$ cat src/shared/jdsp_regs.vh
`ifndef JDSP_REGS_VH
`define JDSP_REGS_VH
// Instruction register width and opcodes
`define JDSP_IR_W 4
`define JDSP_OP_EXTEST 4'h0
`define JDSP_OP_IDCODE 4'h1
`define JDSP_OP_SAMPLE 4'h2
`define JDSP_OP_PRIV_A 4'h8
`define JDSP_OP_PRIV_B 4'h9
`define JDSP_OP_PRIV_C 4'hA
`define JDSP_OP_PRIV_D 4'hB
`define JDSP_OP_RESET 4'hC
`define JDSP_OP_BYPASS 4'hF
// Fixed instruction capture pattern
`define JDSP_IR_CAPTURE 4'h1
// Debug comm register layout and reset
`define JDSP_DCR_PEND_BIT 7
`define JDSP_DCR_RESET 8'h00
// Break control layout inside the debug scan word
`define JDSP_BRK_FLOW_BIT 0
`define JDSP_BRK_STEP_BIT 1
`define JDSP_BRK_MODE_LSB 2
// Break point configurations
`define JDSP_BM_4P 3'h0
`define JDSP_BM_3P1D 3'h1
`define JDSP_BM_2P2D 3'h2
`define JDSP_BM_2PPR 3'h3
`define JDSP_BM_2PDR 3'h4
// Programming access command bits
`define JDSP_PRG_CHIP_ERASE 4'h1
`define JDSP_PRG_WR_DEBUG_FUSE 4'h2
`define JDSP_PRG_WR_OTHER 4'h3
`endif

$ cat src/rtl/jdsp_break_unit.v
`timescale 1ns/1ps
`include "jdsp_regs.vh"
////////////////////////////////////////////////////////////////////////////////
// Four hardware break points, flow and single-step break
module jdsp_break_unit #(
    parameter AW = 16
) (
    input wire sys_clk,
    input wire rst,
    input wire enable,
    input wire [7:0] ctrl,
    input wire [4*AW-1:0] bp_addr,
    input wire cpu_fetch,
    input wire [AW-1:0] cpu_pc,
    input wire cpu_flow_change,
    input wire cpu_data_acc,
    input wire [AW-1:0] cpu_daddr,
    output reg break_req
);
    ////////////////////////////////////////////////////////////////////////////
    // Field pick
    wire [2:0] mode = ctrl[`JDSP_BRK_MODE_LSB+2:`JDSP_BRK_MODE_LSB];
    wire [AW-1:0] a0 = bp_addr[AW-1:0];
    wire [AW-1:0] a1 = bp_addr[2*AW-1:AW];
    wire [AW-1:0] a2 = bp_addr[3*AW-1:2*AW];
    wire [AW-1:0] a3 = bp_addr[4*AW-1:3*AW];
    // Masked compare, mask ones are compared bits
    function hit;
        input [AW-1:0] v;
        input [AW-1:0] a;
        input [AW-1:0] m;
        begin
            hit = ((v ^ a) & m) == {AW{1'b0}};
        end
    endfunction
    wire [AW-1:0] ones = {AW{1'b1}};
    reg next_hit;
    ////////////////////////////////////////////////////////////////////////////
    // Point matching per configuration
    always @* begin
        next_hit = cpu_fetch & (hit(cpu_pc, a0, ones) | hit(cpu_pc, a1, ones));
        case (mode)
            `JDSP_BM_4P: next_hit = next_hit | (cpu_fetch &
                (hit(cpu_pc, a2, ones) | hit(cpu_pc, a3, ones))); // (RULE2)
            `JDSP_BM_3P1D: next_hit = next_hit | (cpu_fetch & hit(cpu_pc, a2, ones))
                | (cpu_data_acc & hit(cpu_daddr, a3, ones)); // (RULE2)
            `JDSP_BM_2P2D: next_hit = next_hit | (cpu_data_acc &
                (hit(cpu_daddr, a2, ones) | hit(cpu_daddr, a3, ones))); // (RULE2)
            `JDSP_BM_2PPR: next_hit = next_hit
                | (cpu_fetch & hit(cpu_pc, a2, a3)); // (RULE2)
            `JDSP_BM_2PDR: next_hit = next_hit
                | (cpu_data_acc & hit(cpu_daddr, a2, a3)); // (RULE2)
            default: next_hit = next_hit;
        endcase
        // Flow change and single step
        if (ctrl[`JDSP_BRK_FLOW_BIT] & cpu_flow_change) begin
            next_hit = 1'b1; // (RULE1)
        end
        if (ctrl[`JDSP_BRK_STEP_BIT] & cpu_fetch) begin
            next_hit = 1'b1; // (RULE1)
        end
    end
    ////////////////////////////////////////////////////////////////////////////
    // Registered break request
    always @(posedge sys_clk) begin
        if (rst) begin
            break_req <= 1'b0;
        end else begin
            break_req <= enable & next_hit;
        end
    end
endmodule // jdsp_break_unit

$ cat src/rtl/jdsp_port.v
`timescale 1ns/1ps
`include "jdsp_regs.vh"
////////////////////////////////////////////////////////////////////////////////
// Contract
// (RULE1) Flow-change and single-step breaks provided
// (RULE2) Four break points, data or range options
// (RULE3) Debugger injects instructions, CPU posts results
// (RULE4) Debug needs both fuses, no lock bits
// (RULE5) Codes 8 to B select debug paths
// (RULE6) Programming uses only four test pins
// (RULE7) Port active: fuse set, disable bit clear
// (RULE8) Flash, EEPROM, fuse, lock programming supported
// (RULE9) Locked: debug fuse refused until erase
// (RULE10) CPU write passes byte, sets pending
// (RULE11) CPU read: seven bits plus pending flag
// (RULE12) Debugger clears pending after reading byte
// (RULE13) Shared address reaches comm register conditionally
// (RULE14) Identification instruction selected by default
// (RULE15) Reset makes port pins high impedance
// (RULE16) Reset from pin or reset register
// (RULE17) EXTEST drives scan latches onto pins
// (RULE18) Tester preloads safe values before EXTEST
// (RULE19) Sample captures pins without disturbing operation
// (RULE20) Scan works with core clock stopped; the scan logic here needs sys_clk running
// (RULE21) Bypass gives one-stage path
// (RULE22) Instruction capture pattern is 0x01
// (RULE23) Four-bit instruction register with decodes
// (RULE24) Reset register holds reset while set
// (RULE25) Bypass cleared on Capture-DR
// (RULE26) Sixteen-state controller, TDO on falling edge
module jdsp_port #(
    parameter NPINS = 8,
    parameter AW = 16,
    parameter [31:0] ID_VALUE = 32'h0000_0001 // Arbitrary identification value
) (
    input wire sys_clk,
    input wire rst,
    input wire tck,
    input wire tms,
    input wire tdi,
    output reg tdo,
    output reg tdo_oe,
    input wire tap_enable_fuse,
    input wire debug_enable_fuse,
    input wire lock_bit_one,
    input wire lock_bit_two,
    input wire tap_disable_bit,
    input wire ext_reset_n,
    output wire cpu_reset,
    input wire cpu_io_wr,
    input wire cpu_io_rd,
    input wire cpu_io_sel,
    input wire [7:0] cpu_io_wdata,
    output reg [7:0] cpu_io_rdata,
    output wire cpu_io_std_sel,
    output reg [15:0] inject_instr,
    output reg inject_strobe,
    input wire cpu_fetch,
    input wire [AW-1:0] cpu_pc,
    input wire cpu_flow_change,
    input wire cpu_data_acc,
    input wire [AW-1:0] cpu_daddr,
    output wire break_req,
    output reg [3:0] prog_cmd,
    output reg [15:0] prog_data,
    output reg prog_strobe,
    input wire [NPINS-1:0] pin_in,
    input wire [NPINS-1:0] core_out,
    input wire [NPINS-1:0] core_oe,
    output reg [NPINS-1:0] pin_out,
    output reg [NPINS-1:0] pin_oe
);
    ////////////////////////////////////////////////////////////////////////////
    // TAP states
    localparam S_TLR = 4'h0, S_RTI = 4'h1, S_SDR = 4'h2, S_CDR = 4'h3;
    localparam S_SHDR = 4'h4, S_E1DR = 4'h5, S_PDR = 4'h6, S_E2DR = 4'h7;
    localparam S_UDR = 4'h8, S_SIR = 4'h9, S_CIR = 4'hA, S_SHIR = 4'hB;
    localparam S_E1IR = 4'hC, S_PIR = 4'hD, S_E2IR = 4'hE, S_UIR = 4'hF;
    localparam DW = 32; // Debug scan word
    ////////////////////////////////////////////////////////////////////////////
    // Pin synchronisers, two flops each, three on tck for edge detection
    reg [2:0] tck_s;
    reg [1:0] tms_s, tdi_s, rstn_s;
    reg [NPINS-1:0] pin_s0, pin_s1; // Pin snapshot synchroniser
    always @(posedge sys_clk) begin
        if (rst) begin
            tck_s <= 3'h0;
            tms_s <= 2'h3;
            tdi_s <= 2'h3;
            rstn_s <= 2'h3;
            pin_s0 <= {NPINS{1'b0}};
            pin_s1 <= {NPINS{1'b0}};
        end else begin
            tck_s <= {tck_s[1:0], tck};
            tms_s <= {tms_s[0], tms};
            tdi_s <= {tdi_s[0], tdi};
            rstn_s <= {rstn_s[0], ext_reset_n};
            pin_s0 <= pin_in;
            pin_s1 <= pin_s0;
        end
    end
    wire tck_rise = tck_s[1] & ~tck_s[2];
    wire tck_fall = ~tck_s[1] & tck_s[2];
    wire tms_v = tms_s[1];
    wire tdi_v = tdi_s[1];
    // Port and debug enables
    wire tap_on = tap_enable_fuse & ~tap_disable_bit; // (RULE7)
    wire dbg_on = tap_on & debug_enable_fuse & ~lock_bit_one & ~lock_bit_two; // (RULE4)
    ////////////////////////////////////////////////////////////////////////////
    // TAP state machine on sampled rising edges
    reg [3:0] state;
    reg [3:0] next_state;
    always @* begin
        case (state)
            S_TLR: next_state = tms_v ? S_TLR : S_RTI;
            S_RTI: next_state = tms_v ? S_SDR : S_RTI;
            S_SDR: next_state = tms_v ? S_SIR : S_CDR;
            S_CDR: next_state = tms_v ? S_E1DR : S_SHDR;
            S_SHDR: next_state = tms_v ? S_E1DR : S_SHDR;
            S_E1DR: next_state = tms_v ? S_UDR : S_PDR;
            S_PDR: next_state = tms_v ? S_E2DR : S_PDR;
            S_E2DR: next_state = tms_v ? S_UDR : S_SHDR;
            S_UDR: next_state = tms_v ? S_SDR : S_RTI;
            S_SIR: next_state = tms_v ? S_TLR : S_CIR;
            S_CIR: next_state = tms_v ? S_E1IR : S_SHIR;
            S_SHIR: next_state = tms_v ? S_E1IR : S_SHIR;
            S_E1IR: next_state = tms_v ? S_UIR : S_PIR;
            S_PIR: next_state = tms_v ? S_E2IR : S_PIR;
            S_E2IR: next_state = tms_v ? S_UIR : S_SHIR;
            S_UIR: next_state = tms_v ? S_SDR : S_RTI;
            default: next_state = S_TLR;
        endcase
    end
    ////////////////////////////////////////////////////////////////////////////
    // Scan registers, all clocked by sys_clk alone
    reg [`JDSP_IR_W-1:0] ir_sh, ir;
    reg bypass_r, reset_reg;
    reg [31:0] id_sh;
    reg [NPINS-1:0] bs_sh, bs_latch;
    reg [DW-1:0] dbg_sh;
    reg [7:0] brk_ctrl;
    reg [4*AW-1:0] bp_addr;
    reg [19:0] prg_sh;
    reg locked_after_erase;
    reg [7:0] dcr;
    reg pend;
    reg comm_en;
    wire is_dbg = (ir[3:2] == 2'b10); // (RULE5)
    ////////////////////////////////////////////////////////////////////////////
    // Serial output select, least significant bit first
    reg so;
    always @* begin
        so = bypass_r;
        if (state == S_SHIR) begin
            so = ir_sh[0];
        end else begin
            case (ir)
                `JDSP_OP_IDCODE: so = id_sh[0];
                `JDSP_OP_EXTEST, `JDSP_OP_SAMPLE: so = bs_sh[0];
                `JDSP_OP_RESET: so = reset_reg;
                `JDSP_OP_BYPASS: so = bypass_r; // (RULE21)
                default: so = is_dbg ? (dbg_on & dbg_sh[0]) : prg_sh[0];
            endcase
        end
    end
    ////////////////////////////////////////////////////////////////////////////
    // TDO changes on falling edges only
    always @(posedge sys_clk) begin
        if (rst) begin
            tdo <= 1'b1;
            tdo_oe <= 1'b0;
        end else if (!tap_on) begin
            tdo_oe <= 1'b0; // (RULE7)
        end else if (tck_fall) begin
            tdo <= so; // (RULE26)
            tdo_oe <= tap_on & (state == S_SHIR || state == S_SHDR);
        end
    end
    ////////////////////////////////////////////////////////////////////////////
    // Controller and register updates on rising edges
    always @(posedge sys_clk) begin
        inject_strobe <= 1'b0;
        prog_strobe <= 1'b0;
        if (rst || !tap_on) begin
            state <= S_TLR;
            ir <= `JDSP_OP_IDCODE;
            ir_sh <= `JDSP_IR_CAPTURE;
            bypass_r <= 1'b0;
            reset_reg <= 1'b0;
            id_sh <= 32'h0000_0000;
            bs_sh <= {NPINS{1'b0}};
            bs_latch <= {NPINS{1'b0}};
            dbg_sh <= {DW{1'b0}};
            brk_ctrl <= 8'h00;
            bp_addr <= {4*AW{1'b0}};
            prg_sh <= 20'h00000;
            comm_en <= 1'b0;
            inject_instr <= 16'h0000;
            prog_cmd <= 4'h0;
            prog_data <= 16'h0000;
            locked_after_erase <= 1'b0;
        end else if (tck_rise) begin
            state <= next_state; // (RULE26)
            case (state)
                S_TLR: begin
                    ir <= `JDSP_OP_IDCODE; // (RULE14)
                    reset_reg <= 1'b0;
                end
                S_CIR: ir_sh <= `JDSP_IR_CAPTURE; // (RULE22)
                S_SHIR: ir_sh <= {tdi_v, ir_sh[`JDSP_IR_W-1:1]};
                S_UIR: ir <= ir_sh; // (RULE23)
                S_CDR: begin
                    bypass_r <= 1'b0; // (RULE25)
                    id_sh <= ID_VALUE;
                    bs_sh <= pin_s1; // (RULE19)
                    dbg_sh <= {{(DW-8){1'b0}}, pend, dcr[6:0]};
                end
                S_SHDR: begin
                    case (ir)
                        `JDSP_OP_IDCODE: id_sh <= {tdi_v, id_sh[31:1]};
                        `JDSP_OP_EXTEST, `JDSP_OP_SAMPLE:
                            bs_sh <= {tdi_v, bs_sh[NPINS-1:1]};
                        `JDSP_OP_RESET: reset_reg <= tdi_v; // (RULE24)
                        `JDSP_OP_BYPASS: bypass_r <= tdi_v;
                        default: begin
                            if (is_dbg) begin
                                dbg_sh <= {tdi_v, dbg_sh[DW-1:1]};
                            end else begin
                                prg_sh <= {tdi_v, prg_sh[19:1]};
                            end
                        end
                    endcase
                end
                S_UDR: begin
                    if (ir == `JDSP_OP_EXTEST || ir == `JDSP_OP_SAMPLE) begin
                        bs_latch <= bs_sh;
                    end
                    if (is_dbg && dbg_on) begin
                        case (ir)
                            `JDSP_OP_PRIV_A: begin
                                inject_instr <= dbg_sh[15:0]; // (RULE3)
                                inject_strobe <= 1'b1; // (RULE3)
                            end
                            `JDSP_OP_PRIV_B: brk_ctrl <= dbg_sh[7:0]; // (RULE2)
                            `JDSP_OP_PRIV_C: bp_addr[dbg_sh[AW+1:AW]*AW +: AW]
                                <= dbg_sh[AW-1:0];
                            default: comm_en <= dbg_sh[0]; // Access grant
                        endcase
                    end
                    if (ir == 4'h4) begin
                        // Programming over the four test pins only (RULE6)
                        if (prg_sh[19:16] == `JDSP_PRG_CHIP_ERASE) begin
                            locked_after_erase <= 1'b1;
                        end
                        if (prg_sh[19:16] != `JDSP_PRG_WR_DEBUG_FUSE ||
                            !(lock_bit_one | lock_bit_two) || locked_after_erase) begin
                            prog_cmd <= prg_sh[19:16]; // (RULE8)
                            prog_data <= prg_sh[15:0];
                            prog_strobe <= 1'b1;
                        end // (RULE9)
                    end
                end
                default: ;
            endcase
        end
    end
    ////////////////////////////////////////////////////////////////////////////
    // Device reset, pin or reset register
    assign cpu_reset = ~rstn_s[1] | reset_reg; // (RULE16)
    ////////////////////////////////////////////////////////////////////////////
    // Pin drive; reset tristates, EXTEST drives latches
    always @(posedge sys_clk) begin
        if (rst || cpu_reset) begin
            pin_out <= {NPINS{1'b0}};
            pin_oe <= {NPINS{1'b0}}; // (RULE15)
        end else if (ir == `JDSP_OP_EXTEST && tap_on) begin
            pin_out <= bs_latch; // (RULE17)
            pin_oe <= {NPINS{1'b1}};
        end else begin
            pin_out <= core_out; // (RULE19)
            pin_oe <= core_oe;
        end
    end
    // Scan paths step only on tck edges seen by sys_clk, never on CPU activity, so they halt with the core clock stopped (RULE20)
    ////////////////////////////////////////////////////////////////////////////
    // Debug comm register and pending flag
    wire comm_hit = cpu_io_sel & debug_enable_fuse & comm_en; // (RULE13)
    assign cpu_io_std_sel = cpu_io_sel & ~comm_hit; // (RULE13)
    wire dbg_read_done = tck_rise & (state == S_UDR) & (ir == `JDSP_OP_PRIV_D)
        & dbg_on & dbg_sh[1];
    always @(posedge sys_clk) begin
        if (rst) begin
            dcr <= `JDSP_DCR_RESET;
            pend <= 1'b0;
            cpu_io_rdata <= 8'h00;
        end else begin
            if (comm_hit && cpu_io_wr) begin
                dcr <= cpu_io_wdata; // (RULE10)
                pend <= 1'b1; // (RULE10)
            end else if (dbg_read_done) begin
                pend <= 1'b0; // (RULE12)
            end
            if (comm_hit && cpu_io_rd) begin
                cpu_io_rdata <= {pend, dcr[6:0]}; // (RULE11)
            end
        end
    end
    ////////////////////////////////////////////////////////////////////////////
    // Break point unit
    jdsp_break_unit #(
        .AW(AW)
    ) u_brk (
        .sys_clk(sys_clk),
        .rst(rst),
        .enable(dbg_on),
        .ctrl(brk_ctrl),
        .bp_addr(bp_addr),
        .cpu_fetch(cpu_fetch),
        .cpu_pc(cpu_pc),
        .cpu_flow_change(cpu_flow_change),
        .cpu_data_acc(cpu_data_acc),
        .cpu_daddr(cpu_daddr),
        .break_req(break_req)
    );
endmodule // jdsp_port

$ cat config.mk
export PLATFORM = sky130hd
export DESIGN_NAME = jdsp_port
export DESIGN_NICKNAME = d
export VERILOG_FILES = /design/src/rtl/jdsp_break_unit.v /design/src/rtl/jdsp_port.v
export VERILOG_INCLUDE_DIRS = /design/src /design/src/shared
export SDC_FILE = /design/constraint.sdc
export NUM_CORES = 1
export LEC_CHECK = 0
export ABC_AREA = 1
export BUFFER_PORTS_ARGS = -buffer_cell sky130_fd_sc_hd__buf_2
export CAP_MARGIN = 20
export CORE_AREA = 2 2 213 215
export CTS_BUF_LIST = sky130_fd_sc_hd__clkbuf_16
export DETAILED_ROUTE_END_ITERATION = 10
export DIE_AREA = 0 0 215 217
export PLACE_DENSITY_LB_ADDON = 0.2
export SYNTH_ARGS = -nofsm -noshare
export SYNTH_HDL_FRONTEND = slang
export SYNTH_SLANG_ARGS = --single-unit
$ cat constraint.sdc
create_clock -name sys_clk -period 3.4 [get_ports sys_clk]
set_clock_uncertainty 0.2 [all_clocks]
set_input_delay 0 -clock sys_clk [delete_from_list [all_inputs] [get_ports sys_clk]]
set_output_delay 0 -clock sys_clk [all_outputs]
set_load 0.005 [all_outputs]
======== Word-level counts from Yosys, hierarchy flattened ========
Cells that the tools add are included.
word-level totals
  register bits after elaboration ......... 283
  bits of input ports ..................... 81
cells by class
  add/subtract/negate cells ............... 1
  equal/unequal tests ..................... 37
  shift-type cells ........................ 2
  multiplexer cells ....................... 39
  bitwise logic cells ..................... 59
  reductions and logical operators ........ 53
operators by type and width
  operator                                                                  count
  16-bit zero test                                                          8
  32-bit one-hot mux with 2 select lines                                    2
  32-bit 2-to-1 mux                                                         3
  16-bit bitwise XOR                                                        6
  64-bit bitwise mux                                                        1
  16-bit by 34-bit variable shift with 64-bit output, first input constant  1
  16-bit by 34-bit variable part select with 64-bit output                  1
  4-bit equality test, second input constant                                14
  4-bit one-hot mux with 12 select lines                                    1
  6-bit negator with 34-bit output                                          1
  16-bit AND                                                                2
  4-bit AND reduction                                                       8
  1-bit AND                                                                 25
  8-bit 2-to-1 mux                                                          3
  4-bit by 3-bit equality test with 1-bit output, second input constant     5
  4-bit 2-to-1 mux                                                          4
  4-bit one-hot mux with 2 select lines                                     2
  8-bit one-hot mux with 2 select lines                                     1
  1-bit NOT                                                                 15
  3-bit AND reduction                                                       5
  1-bit 2-to-1 mux                                                          13
  4-bit by 1-bit equality test with 1-bit output, second input constant     3
  4-bit by 2-bit equality test with 1-bit output, second input constant     3
  1-bit bitwise OR                                                          11
  other kinds (23)                                                          53

======== Depth between registers and ports, before layout ========
  depth in word-level cells ............... 10
  mapped depth ............................ 13

======== Cells and area by module ========
A second synthesis with hierarchy kept.
unflattened totals
  cell total of the unflattened synthesis .. 2043
  area, all modules ....................... 13601.8 µm²
by module, submodules not included
  module           times used  cells each  area an instance (µm²)  sequential area each (µm²)
  jdsp_port        1           1592        11582.4                 5705.5
  jdsp_break_unit  1           451         2019.4                  20.0

======== Worst setup path before layout ========
No wires, ideal clock.
  path kind ............................... reg2reg
  from .................................... register dbg_sh[16]
  to ...................................... register bp_addr[38]
  library setup time ...................... 86 ps
  arrival ................................. 2439 ps
  required time ........................... 3114 ps
  setup slack ............................. 675 ps
  cell stages (with the launch flop) ...... 11
  buffers on the path ..................... 4
  clock period less this slack ............ 2725 ps
  path through ............................ dfxtp_1 clkbuf_1 clkbuf_1 inv_1 ha_1 buf_2 clkinv_1 nor2_1 clkbuf_1 a21oi_1 a211oi_1
on the way
  cells in the longest elaborated chain, start to end .. 3
  elaborated cells on any way between the ends .. 4
  classes of those cells .................. add/sub (1); shift (2); mux (1)
RTL lines
  what                                                                                                                            line             text
  from (decl)                                                                                                                     jdsp_port.v:140  reg [DW-1:0] dbg_sh;
  from (signal assigned)                                                                                                          jdsp_port.v:193  dbg_sh <= {DW{1'b0}};
  from (signal assigned)                                                                                                          jdsp_port.v:216  dbg_sh <= {{(DW-8){1'b0}}, pend, dcr[6:0]};
  from (signal assigned)                                                                                                          jdsp_port.v:227  dbg_sh <= {tdi_v, dbg_sh[DW-1:1]};
  6-bit negator with 34-bit output (*)                                                                                            jdsp_port.v:246  <= dbg_sh[AW-1:0];
  16-bit by 34-bit variable part select with 64-bit output or 16-bit by 34-bit variable shift with 64-bit output (tied branches)  jdsp_port.v:245  `JDSP_OP_PRIV_C: bp_addr[dbg_sh[AW+1:AW]*AW +: AW]
  64-bit bitwise mux (*)                                                                                                          jdsp_port.v:245
  to (signal assigned)                                                                                                            jdsp_port.v:195  bp_addr <= {4*AW{1'b0}};
  to (decl)                                                                                                                       jdsp_port.v:142  reg [4*AW-1:0] bp_addr;
Every way passes the cells marked *; elsewhere a longest branch is shown, timed or not.
A chain may end at the register's enable or synchronous reset.

======== Worst setup path in the final report ========
  from .................................... register comm_en
  to ...................................... register cpu_io_rdata[5]
on the way
  cells in the longest elaborated chain, start to end .. 2
RTL lines
  what                    line             text
  from (decl)             jdsp_port.v:147  reg comm_en;
  from (signal assigned)  jdsp_port.v:247  default: comm_en <= dbg_sh[0];
  1-bit AND               jdsp_port.v:287  wire comm_hit = cpu_io_sel & debug_enable_fuse & comm_en;
  1-bit logical AND       jdsp_port.v:303  if (comm_hit && cpu_io_rd) begin
  to (signal assigned)    jdsp_port.v:304  cpu_io_rdata <= {pend, dcr[6:0]};
  to (decl)               jdsp_port.v:54   output reg [7:0] cpu_io_rdata,
Every way passes these cells.

==> flow_summary_export.csv <==
group,metric,value,unit
synth,synth_fp_nets,1863,
synth,ys_types,44,
place,gp_congestion,0.868,
cells_and_area,drive_above_1_share,13.4,%
cells_and_area,largest-register,"bp_addr",
synth,synth_edf_count,0,
cells_and_area,regArea,5670,um^2
job,cap_violations,0,
synth,synth_seq_cells,283,
global_routing,grt_pass1_wl,60.1,mm
synth,yosysWarnings,0,
sta,rsz0062_at_grt,"no",
clock_network,cts-root-buf,"clkbuf_16",
routing,firstDrtPassIters,5,
cells_and_area,largest_reg_flops,64,
cells_and_area,top_regs,"bp_addr x64, dbg_sh x32, id_sh x32",
sta,max_clock_freq,335,MHz
clock_network,clock_path_buffers,3,
power_and_ir_drop,power_density,471,nW/um^2
global_routing,grt_util_all_layers,15.9,%
cells_and_area,syn_to_final_growth,27.2,%
synth,synth_cells,1777,
die,initial_core_util,28.6,%
cells_and_area,nets,2073,
cells_and_area,fillCellCount,4828,
die,coreArea,44700,um^2
sta,slew_violations,0,
place,post-place-ws,0.757,ns
global_routing,grt.overflow.total,0,
run_status,status,"complete, no violations",
clock_network,clk_pin_slew_worst_paths,0.06,ns
worst_setup_path,timing_worst_setup_path_type,"flop to flop",
cells_and_area,diodes,0,
synth,avgSynthCellArea,7.19,um^2
clock_network,cts_resized,0,
synth,syn-cell-area,12800,um^2
die,ioPinCount,148,
sta,final.min_clock_period,2.98,ns
clock_network,cts.sinks,283,
worst_setup_path,cp-end-kind,"flop",
die,fp-row-count,78,
clock_network,cts_tree,"built",
sta,fin_tns_setup,0,ns
sta,hold_violations,0,
worst_setup_path,worst_setup_path_start_kind,"flop",
global_routing,grt_max_degree,66,
sta,setup_slack,0.418,ns
global_routing,grtUsageMet2,27.4,%
clock_network,htreeDepth,2,
hold_path,worstHoldPathType,"primary input to flop",
global_routing,grt_busiest_layer,"met2",
place,dp_hpwl,25.7,mm
clock_network,clock_latency,0.53,ns
sta,tightestPinTransition,0.872,ns
synth,ys.flop_type,"dfxtp_1",
place,portBuffers,146,
routing,drc_errors,0,
synth,synth-seq-area-share,44.3,%
die,die_y,217,um
clock_network,cts_buffers,36,
routing,vias,12100,
sta,period_share,87.7,%
worst_setup_path,path_max_fanout,8,
power_and_ir_drop,ir_worst_vdd,0.000243,V
worst_setup_path,cp.arrival,3.19,ns
sta,final-setup-viol-count,0,
routing,drtIter0Drc,641,
sta,slew_headroom,41.7,%
clock_network,postCtsSetupBuffers,0,
routing,wire_per_inst,14.4,um
power_and_ir_drop,p_leak,0.00685,uW
routing,ant_nets,0,
global_routing,met1_usage,19.9,%
cells_and_area,multi_input_area,6020,um^2
routing,vias_per_cell,4.62,
synth,async_flop_share,0,%
die,dieArea,46700,um^2
routing,wirelength,37.5,mm
global_routing,grt_pass1_vias,11500,
worst_setup_path,required,3.61,ns
power_and_ir_drop,power,7650,uW
cells_and_area,final_util,36.4,%
global_routing,antenna_found_initial,0,
die,die_w,215,um
global_routing,grt_use_met3,2.67,%
stage by stage:
stage | area (um^2) | instances | hold WS [ns]
6_report | 16300 | 2611 | 0.0279
5_1_grt | 16300 | 2611 | 0.0456
4_1_cts | 16300 | 2611 | 0.000986
3_5_place_dp | 14100 | 2457 | -0.00808
3_3_place_gp | 14100 | 2457 | -0.0127
2_1_floorplan | 12800 | 1777 | -0.129
where the power goes:
group          total [uW]  switching, uW  internal, uW
combinational         342            186           156
clock                3960           1460          2500
sequential           3350           7.96          3340
total                7650           1660          5990
synthesized netlist by cell type (3+ instances only):
cell type / number / area share (%)
a211oi_1: 67 / 3.9
a21oi_1: 170 / 6.7
a31oi_1: 34 / 1.7
buf_2: 25 / 0.98
clkbuf_1: 64 / 1.9
dfxtp_1: 283 / 44
ha_1: 5 / 0.49
inv_1: 186 / 5.5
inv_2: 5 / 0.15
nand2_1: 398 / 12
nand3_1: 70 / 2.7
nand3_2: 5 / 0.39
nand4_1: 18 / 0.88
nor2_1: 214 / 6.3
nor2_2: 3 / 0.15
nor2_4: 4 / 0.35
nor3_1: 26 / 1.0
nor3b_1: 19 / 1.1
nor3b_2: 14 / 1.4
o21ai_0: 89 / 3.5
o22ai_1: 5 / 0.24
or2_2: 6 / 0.29
xor2_1: 39 / 2.7
layout by cell type (no fill, tap or decap), types with 6 or more instances in the layout:
master         count
nor3b_1           19
a21oi_1          170
buf_2            146
nand3_1           70
or2_2              6
bufinv_16          7
clkbuf_16         37
inv_1            190
clkinv_1           7
nand4_1           18
buf_4             24
dfxtp_1          283
nor3_1            26
a31oi_1           34
dlygate4sd3_1     92
o21ai_0           89
a211oi_1          67
nor2_1           213
nor3b_2           14
clkinv_2           8
nand2_1          398
xor2_1            39
final cells by class:
type / instances / share of cell area (%)
inverter: 193 / 4.47
clock inverter: 25 / 1.80
multi-input combinational: 1209 / 37.0
clock buffer: 37 / 5.70
timing repair buffer: 264 / 11.5
sequential: 283 / 34.9
tap: 600 / 4.62
worst max-delay path, cell delays in order (launching register included):
cell           delay (ns)
dfxtp_1              0.38
nand3_1              0.08
dlygate4sd3_1        0.56
inv_1                0.10
nand2_1              0.09
dlygate4sd3_1        0.67
o21ai_0              0.19
nor2_1               0.05
dlygate4sd3_1        0.55
per-layer routing:
metal | vias up | share of wire, %
li1 | 6226 | -
met1 | 5518 | 45
met2 | 248 | 47
met3 | 64 | 4.4
met4 | 0 | 2.8
met5 | - | 0
path summary, 6_finish.rpt:
path                                 start              end  slack, ns  cells after the start
worst max-delay path               comm_en  cpu_io_rdata[5]       0.42                      8
worst max register to register     comm_en  cpu_io_rdata[5]       0.42                      8
worst min-delay path            core_oe[6]        pin_oe[6]       0.03                      4
worst min register to register   pin_s0[1]        pin_s1[1]       0.20                      2
what timing repair did:
item | 4_1_cts | 5_1_grt
hold endpoints to repair | 66 | 0
setup endpoints to repair | 0 | 0
hold buffers | 92 | 0
cells by family after synthesis:
family	Yosys count	share of synthesized area [%]
AOI/OAI and AO/OA	379	17.0
xor gates and xnor gates	41	2.81
adders and majority gates	5	0.490
buffers and inverters	285	8.63
DFF	283	44.3
and+or+nand+nor	784	26.8
Power figures use the tool's default switching activity.
